## src/design/afec_pkg.sv

```systemverilog
package afec_pkg;

  // ==========================================================================
  // register map: printed offsets are word indexes, byte address is four times
  // ==========================================================================
  localparam logic [7:0] AFEC_IDX_INPUT_SEL = 8'h12;
  localparam logic [7:0] AFEC_IDX_MATCHING  = 8'h13;
  localparam logic [7:0] AFEC_IDX_BIAS2     = 8'h14;
  localparam logic [7:0] AFEC_ADDR_INPUT_SEL = {AFEC_IDX_INPUT_SEL[5:0], 2'b00};
  localparam logic [7:0] AFEC_ADDR_MATCHING  = {AFEC_IDX_MATCHING[5:0], 2'b00};
  localparam logic [7:0] AFEC_ADDR_BIAS2     = {AFEC_IDX_BIAS2[5:0], 2'b00};

  // reset values: recommended settings, fast reference charge for startup
  localparam logic [7:0] AFEC_RST_INPUT_SEL = 8'h00;
  localparam logic [7:0] AFEC_RST_MATCHING  = 8'h00;
  localparam logic [7:0] AFEC_RST_BIAS2     = 8'h00;

  // ==========================================================================
  // field positions
  // ==========================================================================
  localparam int AFEC_B_AIN1_CONV1   = 0;
  localparam int AFEC_B_AIN1_CONV2   = 1;
  localparam int AFEC_B_AIN2_CONV2_A = 2;
  localparam int AFEC_B_AIN2_CONV2_B = 3;
  localparam int AFEC_B_AIN3_CONV2_A = 4;
  localparam int AFEC_B_AIN3_CONV2_B = 5;
  localparam int AFEC_B_CONV1_SE     = 6;
  localparam int AFEC_B_CONV2_SE     = 7;
  localparam int AFEC_B_MATCH_DIS    = 0;
  localparam int AFEC_B_WAVG_DIS     = 1;
  localparam int AFEC_B_VREF_SLOW    = 3;
  localparam int AFEC_F_SUMMER_LO    = 0;
  localparam int AFEC_F_QUANT_LO     = 2;
  localparam int AFEC_F_INTEG3_LO    = 4;
  localparam int AFEC_F_REFBUF_LO    = 6;

  // bias level as a fraction of nominal, in tenths of a percent
  localparam logic [10:0] AFEC_PCT_130   = 11'h514;
  localparam logic [10:0] AFEC_PCT_100   = 11'h3e8;
  localparam logic [10:0] AFEC_PCT_70    = 11'h2bc;
  localparam logic [10:0] AFEC_PCT_137_5 = 11'h55f;
  localparam logic [10:0] AFEC_PCT_62_5  = 11'h271;

  // ==========================================================================
  // types
  // ==========================================================================
  typedef enum logic [1:0] {
    AFEC_SEL_INPUT = 2'b00,
    AFEC_SEL_MATCH = 2'b01,
    AFEC_SEL_BIAS  = 2'b10,
    AFEC_SEL_NONE  = 2'b11
  } afec_sel_t;

  typedef enum logic [1:0] {
    AFEC_BIAS_BOOST   = 2'b00,
    AFEC_BIAS_NOMINAL = 2'b01,
    AFEC_BIAS_REDUCED = 2'b10
  } afec_bias_t;

  // address to register; misaligned or unknown words map to none
  function automatic afec_sel_t afec_decode(input logic [7:0] addr);
    afec_sel_t s;
    s = AFEC_SEL_NONE;
    if (addr == AFEC_ADDR_INPUT_SEL) s = AFEC_SEL_INPUT;
    if (addr == AFEC_ADDR_MATCHING) s = AFEC_SEL_MATCH;
    if (addr == AFEC_ADDR_BIAS2) s = AFEC_SEL_BIAS;
    return s;
  endfunction

endpackage

```

## src/design/afec_regbus_if.sv

```systemverilog
`timescale 1ns/1ps
// register access between bus front end and register core
interface afec_regbus_if;
  import afec_pkg::*;
  logic        wr_pulse;
  afec_sel_t   wr_sel;
  logic [7:0]  wdata;
  logic [7:0]  input_sel;
  logic [7:0]  matching;
  logic [7:0]  bias2;

  modport front (
    output wr_pulse,
    output wr_sel,
    output wdata,
    input  input_sel,
    input  matching,
    input  bias2
  );

  modport core (
    input  wr_pulse,
    input  wr_sel,
    input  wdata,
    output input_sel,
    output matching,
    output bias2
  );
endinterface

```

## src/design/afec_apb_slave.sv

```systemverilog
`timescale 1ns/1ps
module afec_apb_slave
  import afec_pkg::*;
(
  // clock and reset
  input  wire logic        pclk,
  input  wire logic        presetn,
  // apb
  input  wire logic        psel,
  input  wire logic        penable,
  input  wire logic        pwrite,
  input  wire logic [7:0]  paddr,
  input  wire logic [31:0] pwdata,
  input  wire logic [3:0]  pstrb,
  output logic      [31:0] prdata,
  output logic             pready,
  output logic             pslverr,
  // register core
  afec_regbus_if.front     bus
);

  // ==========================================================================
  // decode
  // ==========================================================================
  logic        setup_w;
  logic        access_w;
  afec_sel_t   sel_w;
  logic [7:0]  rd_w;
  logic [31:0] prdata_q;
  logic        err_q;

  assign setup_w  = psel & ~penable;
  assign access_w = psel & penable;
  assign sel_w    = afec_decode(paddr);

  // read mux; unmapped words read as zero
  always_comb begin
    rd_w = 8'h00;
    unique case (sel_w)
      AFEC_SEL_INPUT: rd_w = bus.input_sel;
      AFEC_SEL_MATCH: rd_w = bus.matching;
      AFEC_SEL_BIAS:  rd_w = bus.bias2;
      AFEC_SEL_NONE:  rd_w = 8'h00;
    endcase
  end

  // read data caught in setup so it leaves a flip-flop during access
  always_ff @(posedge pclk or negedge presetn) begin
    if (!presetn) begin
      prdata_q <= 32'h0000_0000;
    end else if (setup_w) begin
      prdata_q <= pwrite ? 32'h0000_0000 : {24'h00_0000, rd_w};
    end
  end

  // unmapped address answers with an error, either direction
  always_ff @(posedge pclk or negedge presetn) begin
    if (!presetn) begin
      err_q <= 1'b0;
    end else if (setup_w) begin
      err_q <= (sel_w == AFEC_SEL_NONE);
    end
  end

  // zero wait states: access always completes on its first edge
  assign pready  = 1'b1;
  assign pslverr = err_q & access_w;
  assign prdata  = prdata_q;

  // only lane 0 carries data; a write without it is accepted and dropped
  assign bus.wr_pulse = access_w & pwrite & pstrb[0] & (sel_w != AFEC_SEL_NONE);
  assign bus.wr_sel   = sel_w;
  assign bus.wdata    = pwdata[7:0];

endmodule

```

## src/design/afec_regs.sv

```systemverilog
`timescale 1ns/1ps
module afec_regs
  import afec_pkg::*;
(
  // clock and reset
  input  wire logic        pclk,
  input  wire logic        presetn,
  // apb slave
  input  wire logic        psel,
  input  wire logic        penable,
  input  wire logic        pwrite,
  input  wire logic [7:0]  paddr,
  input  wire logic [31:0] pwdata,
  input  wire logic [3:0]  pstrb,
  output logic      [31:0] prdata,
  output logic             pready,
  output logic             pslverr,
  // input routing
  output logic             ain1_to_conv1,
  output logic             ain1_to_conv2,
  output logic             ain2_to_conv2_a,
  output logic             ain2_to_conv2_b,
  output logic             ain3_to_conv2_a,
  output logic             ain3_to_conv2_b,
  output logic             conv1_single_ended,
  output logic             conv2_single_ended,
  // element matching and reference
  output logic             match_enable,
  output logic             wavg_enable,
  output logic             vref_slow_charge,
  // second_converter bias levels
  output afec_bias_t       summer_bias,
  output afec_bias_t       quant_bias,
  output afec_bias_t       integ3_bias,
  output afec_bias_t       refbuf_bias,
  output logic      [10:0] summer_pct_x10,
  output logic      [10:0] quant_pct_x10,
  output logic      [10:0] integ3_pct_x10,
  output logic      [10:0] refbuf_pct_x10,
  // update strobe
  output logic             cfg_update
);

  // ==========================================================================
  // helpers
  // ==========================================================================
  // 01 and 10 both mean nominal, so the two codes collapse to one level
  function automatic afec_bias_t bias_level(input logic [1:0] code);
    afec_bias_t l;
    l = AFEC_BIAS_NOMINAL;
    unique case (code)
      2'b00: l = AFEC_BIAS_BOOST;
      2'b01: l = AFEC_BIAS_NOMINAL;
      2'b10: l = AFEC_BIAS_NOMINAL;
      2'b11: l = AFEC_BIAS_REDUCED;
    endcase
    return l;
  endfunction

  // quantizer uses its own boost and cut figures
  function automatic logic [10:0] bias_pct(input logic [1:0] code, input logic quant);
    logic [10:0] p;
    p = AFEC_PCT_100;
    unique case (bias_level(code))
      AFEC_BIAS_BOOST:   p = quant ? AFEC_PCT_137_5 : AFEC_PCT_130;
      AFEC_BIAS_NOMINAL: p = AFEC_PCT_100;
      AFEC_BIAS_REDUCED: p = quant ? AFEC_PCT_62_5 : AFEC_PCT_70;
      default:           p = AFEC_PCT_100;
    endcase
    return p;
  endfunction

  // ==========================================================================
  // bus front end
  // ==========================================================================
  afec_regbus_if bus ();

  afec_apb_slave u_apb (
    .pclk    (pclk),
    .presetn (presetn),
    .psel    (psel),
    .penable (penable),
    .pwrite  (pwrite),
    .paddr   (paddr),
    .pwdata  (pwdata),
    .pstrb   (pstrb),
    .prdata  (prdata),
    .pready  (pready),
    .pslverr (pslverr),
    .bus     (bus)
  );

  // ==========================================================================
  // register storage
  // ==========================================================================
  logic [7:0]  input_sel_q;
  logic [7:0]  matching_q;
  logic [7:0]  bias2_q;
  logic        wr_input_w;
  logic        wr_match_w;
  logic        wr_bias_w;
  logic [7:0]  wd_w;

  assign wr_input_w = bus.wr_pulse & (bus.wr_sel == AFEC_SEL_INPUT);
  assign wr_match_w = bus.wr_pulse & (bus.wr_sel == AFEC_SEL_MATCH);
  assign wr_bias_w  = bus.wr_pulse & (bus.wr_sel == AFEC_SEL_BIAS);
  assign wd_w       = bus.wdata;

  // input selection register, whole byte kept
  always_ff @(posedge pclk or negedge presetn) begin
    if (!presetn) begin
      input_sel_q <= AFEC_RST_INPUT_SEL;
    end else if (wr_input_w) begin
      input_sel_q <= wd_w;
    end
  end

  // matching register; unused bits 2 and 7:4 are kept for readback only
  always_ff @(posedge pclk or negedge presetn) begin
    if (!presetn) begin
      matching_q <= AFEC_RST_MATCHING;
    end else if (wr_match_w) begin
      matching_q <= wd_w;
    end
  end

  // second_converter bias register
  always_ff @(posedge pclk or negedge presetn) begin
    if (!presetn) begin
      bias2_q <= AFEC_RST_BIAS2;
    end else if (wr_bias_w) begin
      bias2_q <= wd_w;
    end
  end

  assign bus.input_sel = input_sel_q;
  assign bus.matching  = matching_q;
  assign bus.bias2     = bias2_q;

  // ==========================================================================
  // input routing controls
  // ==========================================================================
  // both input 2 bits and both input 3 bits are separate switches; software
  // may close more than one path to the second converter, nothing prevents it
  assign ain1_to_conv1      = input_sel_q[AFEC_B_AIN1_CONV1];
  assign ain1_to_conv2      = input_sel_q[AFEC_B_AIN1_CONV2];
  assign ain2_to_conv2_a    = input_sel_q[AFEC_B_AIN2_CONV2_A];
  assign ain2_to_conv2_b    = input_sel_q[AFEC_B_AIN2_CONV2_B];
  assign ain3_to_conv2_a    = input_sel_q[AFEC_B_AIN3_CONV2_A];
  assign ain3_to_conv2_b    = input_sel_q[AFEC_B_AIN3_CONV2_B];
  assign conv1_single_ended = input_sel_q[AFEC_B_CONV1_SE];
  assign conv2_single_ended = input_sel_q[AFEC_B_CONV2_SE];

  // ==========================================================================
  // matching and reference charge controls
  // ==========================================================================
  // register bits are disables; outputs are active high enables
  assign match_enable     = ~matching_q[AFEC_B_MATCH_DIS];
  assign wavg_enable      = ~matching_q[AFEC_B_WAVG_DIS];
  // reset leaves fast charge; software moves to slow once the reference settles
  assign vref_slow_charge = matching_q[AFEC_B_VREF_SLOW];

  // ==========================================================================
  // bias decode, registered at the write edge
  // ==========================================================================
  // decoding from write data keeps level and percent in step with the byte
  always_ff @(posedge pclk or negedge presetn) begin
    if (!presetn) begin
      summer_bias    <= AFEC_BIAS_BOOST;
      summer_pct_x10 <= AFEC_PCT_130;
    end else if (wr_bias_w) begin
      summer_bias    <= bias_level(wd_w[AFEC_F_SUMMER_LO +: 2]);
      summer_pct_x10 <= bias_pct(wd_w[AFEC_F_SUMMER_LO +: 2], 1'b0);
    end
  end

  always_ff @(posedge pclk or negedge presetn) begin
    if (!presetn) begin
      quant_bias    <= AFEC_BIAS_BOOST;
      quant_pct_x10 <= AFEC_PCT_137_5;
    end else if (wr_bias_w) begin
      quant_bias    <= bias_level(wd_w[AFEC_F_QUANT_LO +: 2]);
      quant_pct_x10 <= bias_pct(wd_w[AFEC_F_QUANT_LO +: 2], 1'b1);
    end
  end

  always_ff @(posedge pclk or negedge presetn) begin
    if (!presetn) begin
      integ3_bias    <= AFEC_BIAS_BOOST;
      integ3_pct_x10 <= AFEC_PCT_130;
    end else if (wr_bias_w) begin
      integ3_bias    <= bias_level(wd_w[AFEC_F_INTEG3_LO +: 2]);
      integ3_pct_x10 <= bias_pct(wd_w[AFEC_F_INTEG3_LO +: 2], 1'b0);
    end
  end

  always_ff @(posedge pclk or negedge presetn) begin
    if (!presetn) begin
      refbuf_bias    <= AFEC_BIAS_BOOST;
      refbuf_pct_x10 <= AFEC_PCT_130;
    end else if (wr_bias_w) begin
      refbuf_bias    <= bias_level(wd_w[AFEC_F_REFBUF_LO +: 2]);
      refbuf_pct_x10 <= bias_pct(wd_w[AFEC_F_REFBUF_LO +: 2], 1'b0);
    end
  end

  // ==========================================================================
  // update strobe
  // ==========================================================================
  // one cycle after any write to a mapped register with lane 0 strobed, when the new controls stand
  always_ff @(posedge pclk or negedge presetn) begin
    if (!presetn) begin
      cfg_update <= 1'b0;
    end else begin
      cfg_update <= bus.wr_pulse;
    end
  end

endmodule

```

## config.mk

```make
export PLATFORM = sky130hd
export DESIGN_NAME = afec_regs
export DESIGN_NICKNAME = d
export VERILOG_FILES = /design/src/design/afec_pkg.sv /design/src/design/afec_regbus_if.sv /design/src/design/afec_apb_slave.sv /design/src/design/afec_regs.sv
export SDC_FILE = /design/constraint.sdc
export NUM_CORES = 1
export LEC_CHECK = 0
export BUFFER_PORTS_ARGS = -buffer_cell sky130_fd_sc_hd__buf_2
export CORE_UTILIZATION = 33
export DETAILED_ROUTE_END_ITERATION = 6
export GPL_TIMING_DRIVEN = 0
export SYNTH_ARGS = -nofsm -noshare
export SYNTH_HDL_FRONTEND = slang
export SYNTH_SLANG_ARGS = --single-unit
```

## constraint.sdc

```tcl
create_clock -name pclk -period 1 [get_ports pclk]
set_input_delay 0.05 -clock pclk [delete_from_list [all_inputs] [get_ports pclk]]
set_output_delay 0.05 -clock pclk [all_outputs]
set_load 0.02 [all_outputs]
```

=== Word-level counts from Yosys, hierarchy flattened ===
Index checks and enable logic that the tools add are counted.

* Reductions and logical operators: 13
* Bitwise gates (word level): 12
* Muxes and demuxes: 17
* Equality and inequality tests: 23

{| class="wikitable"
|+ Operators with widths
! kind !! count
|-
| $pmux W11 S2 || 4
|-
| $pmux W8 S4 || 1
|-
| $eq A2 B2 Y1 const B || 14
|-
| $eq A8 B7 Y1 const B || 3
|-
| $pmux W2 S3 || 4
|-
| $logic_not A2 Y1 || 9
|-
| $mux W2 || 7
|-
| $eq A2 B1 Y1 const B || 5
|-
| $and A1 B1 Y1 || 9
|-
| $mux W8 || 1
|-
| $reduce_or A2 Y1 || 4
|-
| $not A1 Y1 || 3
|-
| $ne A2 B2 Y1 const B || 1
|}

* Logic and storage cells: 79
* Bits in registers: 110
* Output and inout bits: 98
* Bits of input ports: 49

=== Longest topological paths before layout ===
Gate-level depths: netlist (run 1).

* Word-level depth: 10
* Depth in mapped cells: 5
* Gate-level depth less buffers: 3

=== Modules after synthesis ===
A second synthesis (run 1) with hierarchy kept.

* Cell total of the unflattened synthesis: 271
* Area, all modules: 3220.6 um^2

{| class="wikitable"
|+ Modules (own cells, without submodules)
! module !! area an instance (um^2) !! seq. area each (um^2) !! instances !! cells each
|-
| afec_regs || 2337.2 || 1241.2 || 1 || 171
|-
| afec_apb_slave || 883.3 || 225.2 || 1 || 100
|}

=== Worst setup path after synthesis (run 1) ===
Ideal clock, no wire load.

* Path type: input port to flip-flop
* From: input paddr[1]
* To: register bias2_q[4]
* Library setup time: 125 ps
* Buffers on the path: 1
* Arrival time: 1040 ps
* Setup slack: -166 ps
* Required time: 875 ps
* Cell stages on the path: 4
* Cell sequence: nor2_1 nand4_4 buf_6 mux2_4

* Word-level cells in the longest chain between the ends: 7
* Elaborated cells on any way between the ends: 10
* Those cells by class: eq/ne: 5; mux: 3; bitwise: 2

{| class="wikitable"
|+ Ends and longest elaborated chain
! item !! RTL line !! RTL
|-
| from (decl) || afec_regs.sv:12 || <nowiki>input wire logic [7:0] paddr,</nowiki>
|-
| $eq A8 B7 Y1 || afec_pkg.sv:64 || <nowiki>if (addr == AFEC_ADDR_INPUT_SEL) s = AFEC_SEL_INPUT;</nowiki>
|-
| $mux W2 || afec_pkg.sv:64 ||
|-
| $mux W2 || afec_pkg.sv:65 || <nowiki>if (addr == AFEC_ADDR_MATCHING) s = AFEC_SEL_MATCH;</nowiki>
|-
| $mux W2 * || afec_pkg.sv:66 || <nowiki>if (addr == AFEC_ADDR_BIAS2) s = AFEC_SEL_BIAS;</nowiki>
|-
| $ne A2 B2 Y1 || afec_apb_slave.sv:71 || <nowiki>assign bus.wr_pulse = access_w & pwrite & pstrb[0] & (sel_w != AFEC_SEL_NONE);</nowiki>
|-
| $and A1 B1 Y1 || afec_apb_slave.sv:71 ||
|-
| $and A1 B1 Y1 * || afec_regs.sv:106 || <nowiki>assign wr_bias_w = bus.wr_pulse & (bus.wr_sel == AFEC_SEL_BIAS);</nowiki>
|-
| to (signal assigned) || afec_regs.sv:132 || <nowiki>bias2_q <= wd_w;</nowiki>
|-
| to (decl) || afec_regs.sv:98 || <nowiki>logic [7:0] bias2_q;</nowiki>
|}

Mark *: on every way between the ends. The rest lies on a longest branch, timed or not.
A chain may end at the register's enable or synchronous reset.

=== Final worst setup path (run 1) ===
* From: register quant_pct_x10[2]
* To: output quant_pct_x10[2]

{| class="wikitable"
|+ RTL lines
! item !! RTL line !! RTL
|-
| from (decl) || afec_regs.sv:37 || <nowiki>output logic [10:0] quant_pct_x10,</nowiki>
|-
| from (signal assigned) || afec_regs.sv:183 || <nowiki>quant_pct_x10 <= bias_pct(wd_w[AFEC_F_QUANT_LO +: 2], 1'b1);</nowiki>
|}

No word-level cell between the ends.

==> metrics.yaml, run 1 <==
status:
  status: "finished with violations"
  violations: "negative setup slack"
route:
  drtIter0Drc: 56
  dr.pass1.iters: 4
  vias_per_cell: 4.192
  vias: 2360
  drc_errors: 0
  ant_nets: 0
  drt_wl_total_um: 7853
  wl_per_cell_um: 13.95
synth:
  synth_edf_count: 0
  yosys_warnings: 0
  synth_area_per_cell_um2: 12.04
  synth_area_leaders: "dfrtp_1 35%, buf_4 12%, dfstp_2 9.5%"
  synth_top_cell_area_share: 0.3477
  ys_seq_area_frac: 0.4429
  synth_cell_types: 30
  syn_inst: 275
  yosysTopAreaCell: "dfrtp_1"
  ys_seq_elements: 58
  synth_flop_cell: "dfrtp_1"
  synthTopCellsByCount: "53 x buf_4, 46 x dfrtp_1, 29 x inv_1"
  ys_async_sr_fraction: 1.000
  synth_area_um2: 3311
  synth.most_common_cell: "buf_4"
worst_setup_path:
  crit_cells: 2
  path_delay_family: "flip-flops"
  cp_common_cell: "buf_6"
  worstPathArrival_ns: 1.11
  path_cells: "buf_6, buf_6"
  endpoint: "quant_pct_x10[2]"
  path_class: "register to output port"
  slowest_stage: "dfstp_2"
  r2r_end: "u_apb.prdata[2]"
  path_buf_inv: 2
  crit_required_ns: 0.95
  ff2ff_setup_slack_ns: -0.02
  r2r-start: "bus.input_sel[2]"
  startpoint: "quant_pct_x10[2]"
  crit_path_end_kind: "output port"
  start_kind: "register"
  ff2ff_path_depth: 3
  cp_max_fo: 4
  slowest_delay_ns: 0.57
cts:
  cts_sinks: 58
  cts_buffer_depth: 2
  cts-root-buf: "clkbuf_8"
  insertion_delay_ns: 0.34
  tritoncts: "built"
  clk_pin_slew_ns: 0.07
  htree_levels: 3
  cts_buffers: 9
floorplanning:
  fp.coreArea_um2: 9729
  initial_core_util: 0.3403
  dieArea_um2: 10440
  die_w_um: 102.2
  die_y_um: 102.2
  row_count: 36
  ios: 147
sta:
  fin_crit_ns: 1.165
  finalHoldViolCount: 0
  period_share: 1.165
  rsz0062_at_grt: "yes"
  setup_violations: 33
  max_freq_mhz: 858.5
  worst_pin_slew_ns: 0.6748
  maxSlewViolCount: 0
  finalClockSkew_ns: 0.003397
  setup_ws_ns: -0.1649
  setup_tns_ns: -2.749
  slew-limit-headroom: 0.5468
power_and_ir_drop:
  cellPowerDensity_nw_per_um2: 1087
  power.total_mw: 5.424
  leakage_nw: 2.887
  ir_drop_mv: 0.7948
placement:
  place_inst: 525
  io_buffers: 87
  gp_congestion: 0.7572
  place_hpwl_um: 5160
min_path:
  min_path_type: "primary input to register"
grt:
  grt_pass1_vias: 2383
  grt_max_degree: 59
  overflow: 0
  antenna_found_initial: 0
  grt_pass1_wl_um: 12250
  grt_usage: 0.1584
cells_and_area:
  instances_no_fill: 563
  drive_gt1_frac: 0.5814
  area_growth_pct: 50.72
  nets: 490
  diodes: 0
run:
  maxCapViolations: 0
==> through the flow <==
stage	utilization	setup slack, ns	area (µm²)	hold WS, ns
2_1_floorplan	-	-0.1192	3440	-0.2456
3_3_place_gp	0.4154	-0.4923	4041	0.3581
3_5_place_dp	0.4154	-0.5037	4041	0.3655
4_1_cts	0.4988	-0.1782	4853	0.003144
5_1_grt	0.5129	-0.2043	4990	0.02408
6_report	0.5129	-0.1649	4990	0.01656
==> kinds of logic after synthesis <==
logic type,Yosys count,share of synthesized area
buffers and inverters,92,0.1697
DFF,58,0.4429
muxes,49,0.1795
and+or+nand+nor,41,0.1036
AOI/OAI and AO/OA,17,0.04157
adders and majority gates,16,0.06047
other,2,0.002268
==> worst register-to-register path, cell delays in order, from the launching register on <==
cell	delay (ns)
dfrtp_2	0.43
and3b_1	0.18
o2111ai_2	0.16
o211ai_1	0.12
==> metal layers <==
| layer | up-vias | track usage | wire length [µm] |
|---|---|---|---|
| li1 | 1148 | - | - |
| met1 | 1111 | 0.1959 | 3473 |
| met2 | 89 | 0.2664 | 3812 |
| met3 | 12 | 0.04172 | 470 |
| met4 | 0 | 0.05714 | 95 |
| met5 | - | 0 | 0 |
==> power by group <==
group,internal [mW],switching [mW]
clock network,1.45,0.958
registers,2.37,0.0114
logic,0.270,0.366
==> cell usage in the layout (no fill, tap or decap), types with 2 or more instances in the layout <==
cell | synthesis | final
and3b_1 | 17 | 17
buf_12 | 0 | 3
buf_2 | 2 | 35
buf_4 | 53 | 50
buf_6 | 2 | 71
buf_8 | 0 | 2
bufinv_16 | 0 | 2
clkbuf_2 | 0 | 3
clkbuf_4 | 0 | 2
clkbuf_8 | 0 | 10
clkinv_2 | 0 | 4
conb_1 | 2 | 32
dfrtp_1 | 46 | 35
dfrtp_2 | 0 | 11
dfstp_2 | 12 | 12
dlygate4sd3_1 | 0 | 4
ha_1 | 16 | 16
inv_1 | 29 | 27
inv_2 | 0 | 2
mux2_2 | 11 | 10
mux2_4 | 18 | 19
mux2i_1 | 20 | 20
nand2_1 | 8 | 8
nand4_4 | 1 | 3
nor2b_1 | 2 | 2
nor3b_4 | 1 | 3
o2111ai_1 | 8 | 4
o2111ai_2 | 0 | 4
o211ai_1 | 9 | 9
==> area by class of cell <==
type / count / area, µm²
multi-input cells: 155 / 1475
clock inverters: 6 / 80.08
flip-flops and latches: 58 / 1480
well taps: 133 / 166.4
fillers: 874 / 4740
repair buffers: 112 / 1008
plain buffers: 60 / 533.0
clock buffers: 10 / 137.6
inverters: 29 / 108.9
==> how the worst min path moves through the flow <==
stage                          from    endpoint  slack, ns  depth (start not counted)
after floorplan             presetn  bias2_q[0]      -0.25                          0
after global placement    pwdata[5]  bias2_q[5]       0.36                          2
after detailed placement  pwdata[6]  bias2_q[6]       0.37                          2
after CTS                 pwdata[5]  bias2_q[5]      0.003                          2
after global routing      pwdata[5]  bias2_q[5]       0.02                          2
final                     pwdata[5]  bias2_q[5]       0.02                          2
==> flip-flops by register name, summed over array words and instances, names as in the netlist, 2 cells and up <==
name and flops:
bias2_q 8, bus.input_sel 8, bus.matching 8, integ3_bias 2
integ3_pct_x10 4, quant_bias 2, quant_pct_x10 4, refbuf_bias 2
refbuf_pct_x10 4, summer_bias 2, summer_pct_x10 4, u_apb.prdata 8
==> what timing repair did <==
| item | 4_1_cts | 5_1_grt |
|---|---|---|
| endpoints found under the setup margin | 83 | 89 |
| hold buffers | 4 | 0 |
| gates cloned | 2 | 0 |
| setup buffers | 14 | 7 |
| pin swaps | 6 | 10 |
| endpoints found under the hold margin | 49 | 0 |
| resized for setup | 121 | 36 |
Note: power is estimated with default switching activity, not from simulation.
==> run 2, diff against run 1 <==
RECOVER_POWER = 25   (was not set)
==> run 2 against run 1 <==
  * The flow still finishes with violations (negative setup slack)
  * Largest cell class unchanged
  * Design area about the same
  * Critical path depth did not move
  * Register-to-register slack barely moved
  * Clock-buffer cell count unchanged
  * Wire length hardly changed
  * Critical endpoint unchanged
  * Via count about the same
  * Die area stayed put
  * Sequential power is essentially flat
  * Global-route usage stayed put
  * Utilization is essentially flat
  * Clock skew unchanged
==> metrics.yaml, run 2 (synthesis results as in run 1) <==
status:
  status: "finished with violations"
  violations: "negative setup slack"
floorplanning:
  die_y_um: 102.2  # unchanged
  initial_core_util: 0.3403  # unchanged
  die_w_um: 102.2  # unchanged
  ios: 147  # unchanged
  dieArea_um2: 10440  # unchanged
  fp.coreArea_um2: 9729  # unchanged
  row_count: 36  # unchanged
route:
  wl_per_cell_um: 13.94  # about the same
  drt_wl_total_um: 7848  # about the same
  dr.pass1.iters: 4  # unchanged
  vias: 2362  # +0.085%
  drtIter0Drc: 56  # unchanged
  vias_per_cell: 4.195  # about the same
  drc_errors: 0  # unchanged
  ant_nets: 0  # unchanged
worst_setup_path:
  path_cells: "buf_6, buf_6"
  cp_common_cell: "buf_6"
  path_class: "register to output port"
  ff2ff_path_depth: 3  # unchanged
  path_buf_inv: 2  # unchanged
  r2r-start: "bus.input_sel[2]"
  crit_required_ns: 0.95  # about the same
  r2r_end: "u_apb.prdata[2]"
  worstPathArrival_ns: 1.12  # about the same
  crit_path_end_kind: "output port"
  slowest_stage: "dfstp_2"
  slowest_delay_ns: 0.57  # about the same
  start_kind: "register"
  cp_max_fo: 4  # unchanged
  path_delay_family: "flip-flops"
  ff2ff_setup_slack_ns: -0.02  # about the same
cells_and_area:
  final_common_cell: "buf_6"
  nets: 490  # unchanged
  diodes: 0  # unchanged
  layout_common_cells: "70 x buf_6, 50 x buf_4, 35 x buf_2, 35 x dfrtp_1, 32 x conb_1"
  utilization: 0.5125  # about the same
  drive_gt1_frac: 0.5814  # unchanged
  stdcell_area_um2: 4986  # about the same
  area_growth_pct: 50.60  # about the same
grt:
  antenna_found_initial: 0  # unchanged
  grt_max_degree: 59  # unchanged
  grt_usage: 0.1584  # unchanged
  grt_pass1_wl_um: 12250  # unchanged
  overflow: 0  # unchanged
  grt_pass1_vias: 2383  # unchanged
placement:
  place_area_um2: 4041  # unchanged
  io_buffers: 87  # unchanged
  dpl_worst_slack_ns: -0.5037  # unchanged
  gp_congestion: 0.7572  # unchanged
  place_hpwl_um: 5160  # unchanged
sta:
  holdWs_ns: 0.01656  # unchanged
  finalHoldViolCount: 0  # unchanged
  slew-limit-headroom: 0.4618  # -0.08499
  fin_crit_ns: 1.166  # +0.0008150 ns
  rsz0062_at_grt: "yes"
  worst_pin_slew_ns: 0.8073  # +0.1326 ns
  maxSlewViolCount: 0  # unchanged
  period_share: 1.166  # about the same
  max_freq_mhz: 857.9  # about the same
  setup_tns_ns: -2.750  # -0.0009100 ns
  setup_ws_ns: -0.1657  # -0.0008150 ns
  finalClockSkew_ns: 0.003397  # unchanged
  setup_violations: 33  # unchanged
cts:
  cts_buffers: 9  # unchanged
  cts_sinks: 58  # unchanged
  cts-root-buf: "clkbuf_8"
  insertion_delay_ns: 0.34  # about the same
  clk_pin_slew_ns: 0.07  # about the same
  cts_buffer_depth: 2  # unchanged
  htree_levels: 3  # unchanged
  tritoncts: "built"
min_path:
  min_path_type: "primary input to register"
  whs_endpoint: "bias2_q[5]"
  hold_depth: 2  # unchanged
  min_from: "pwdata[5]"
run:
  maxCapViolations: 0  # unchanged
power_and_ir_drop:
  leakage_nw: 2.885  # about the same
  ir_drop_mv: 0.7948  # about the same
  cellPowerDensity_nw_per_um2: 1087  # about the same
[run 2: cell types whose count changed in the layout (fill, tap and decap cells not counted)]
cell,change
buf_6,-1
clkbuf_4,+1
[run 2: repair_timing]
item / in CTS / in global routing
setup endpoints to repair: 83 / 89
cloned: 2 / 0
setup buffers: 14 / 7
pin swaps: 6 / 10
hold endpoints to repair: 49 / 0
hold buffers: 4 / 0
resized for setup: 121 / 36
[run 2: worst max path at each step]
stage / startpoint / end / slack (ns) / cells after the start
3_5_place_dp: paddr[5] / u_apb.prdata[7] / -0.50 / 4
2_1_floorplan: paddr[5] / bias2_q[4] / -0.12 / 4
3_3_place_gp: paddr[5] / u_apb.prdata[7] / -0.49 / 4
6_report: quant_pct_x10[2] / quant_pct_x10[2] / -0.17 / 2
4_1_cts: quant_pct_x10[2] / quant_pct_x10[10] / -0.18 / 2
5_1_grt: summer_pct_x10[4] / summer_pct_x10[4] / -0.20 / 2
[run 2: layer usage]
layer	vias to the layer above	routed length, µm	GRT usage
li1	1148	-	-
met1	1113	3462	0.1959
met2	89	3813	0.2664
met3	12	476	0.04172
met4	0	95	0.05714
met5	-	0	0
[run 2: final cells by class]
class                           instances  area, µm²
Sequential cell                        58       1480
Multi-Input combinational cell        155       1475
Timing Repair Buffer                  112       1005
Tap cell                              133      166.4
Clock buffer                           10      137.6
Buffer                                 60      533.0
Clock inverter                          6      80.08
Inverter                               29      108.9
Fill cell                             876       4743
[run 2: through the flow]
| stage | total power, mW | cells |
|---|---|---|
| global route | 5.660 | 563 |
| finish | 5.422 | 563 |
| CTS | 5.463 | 558 |
| global placement | 2.948 | 525 |
| detailed placement | 2.956 | 525 |
| floorplan | 2.772 | 305 |
[run 2: worst reg2reg max path: stages (launching register included)]
cell and delay [ns]:
dfrtp_2 0.43, and3b_1 0.18, o2111ai_2 0.16, o211ai_1 0.12
[run 2: report_power, final]
group          leakage (nW)  switching (mW)  internal [mW]
Combinational          2.08           0.366          0.269
Sequential            0.686          0.0114           2.37
Clock                 0.116           0.958           1.45
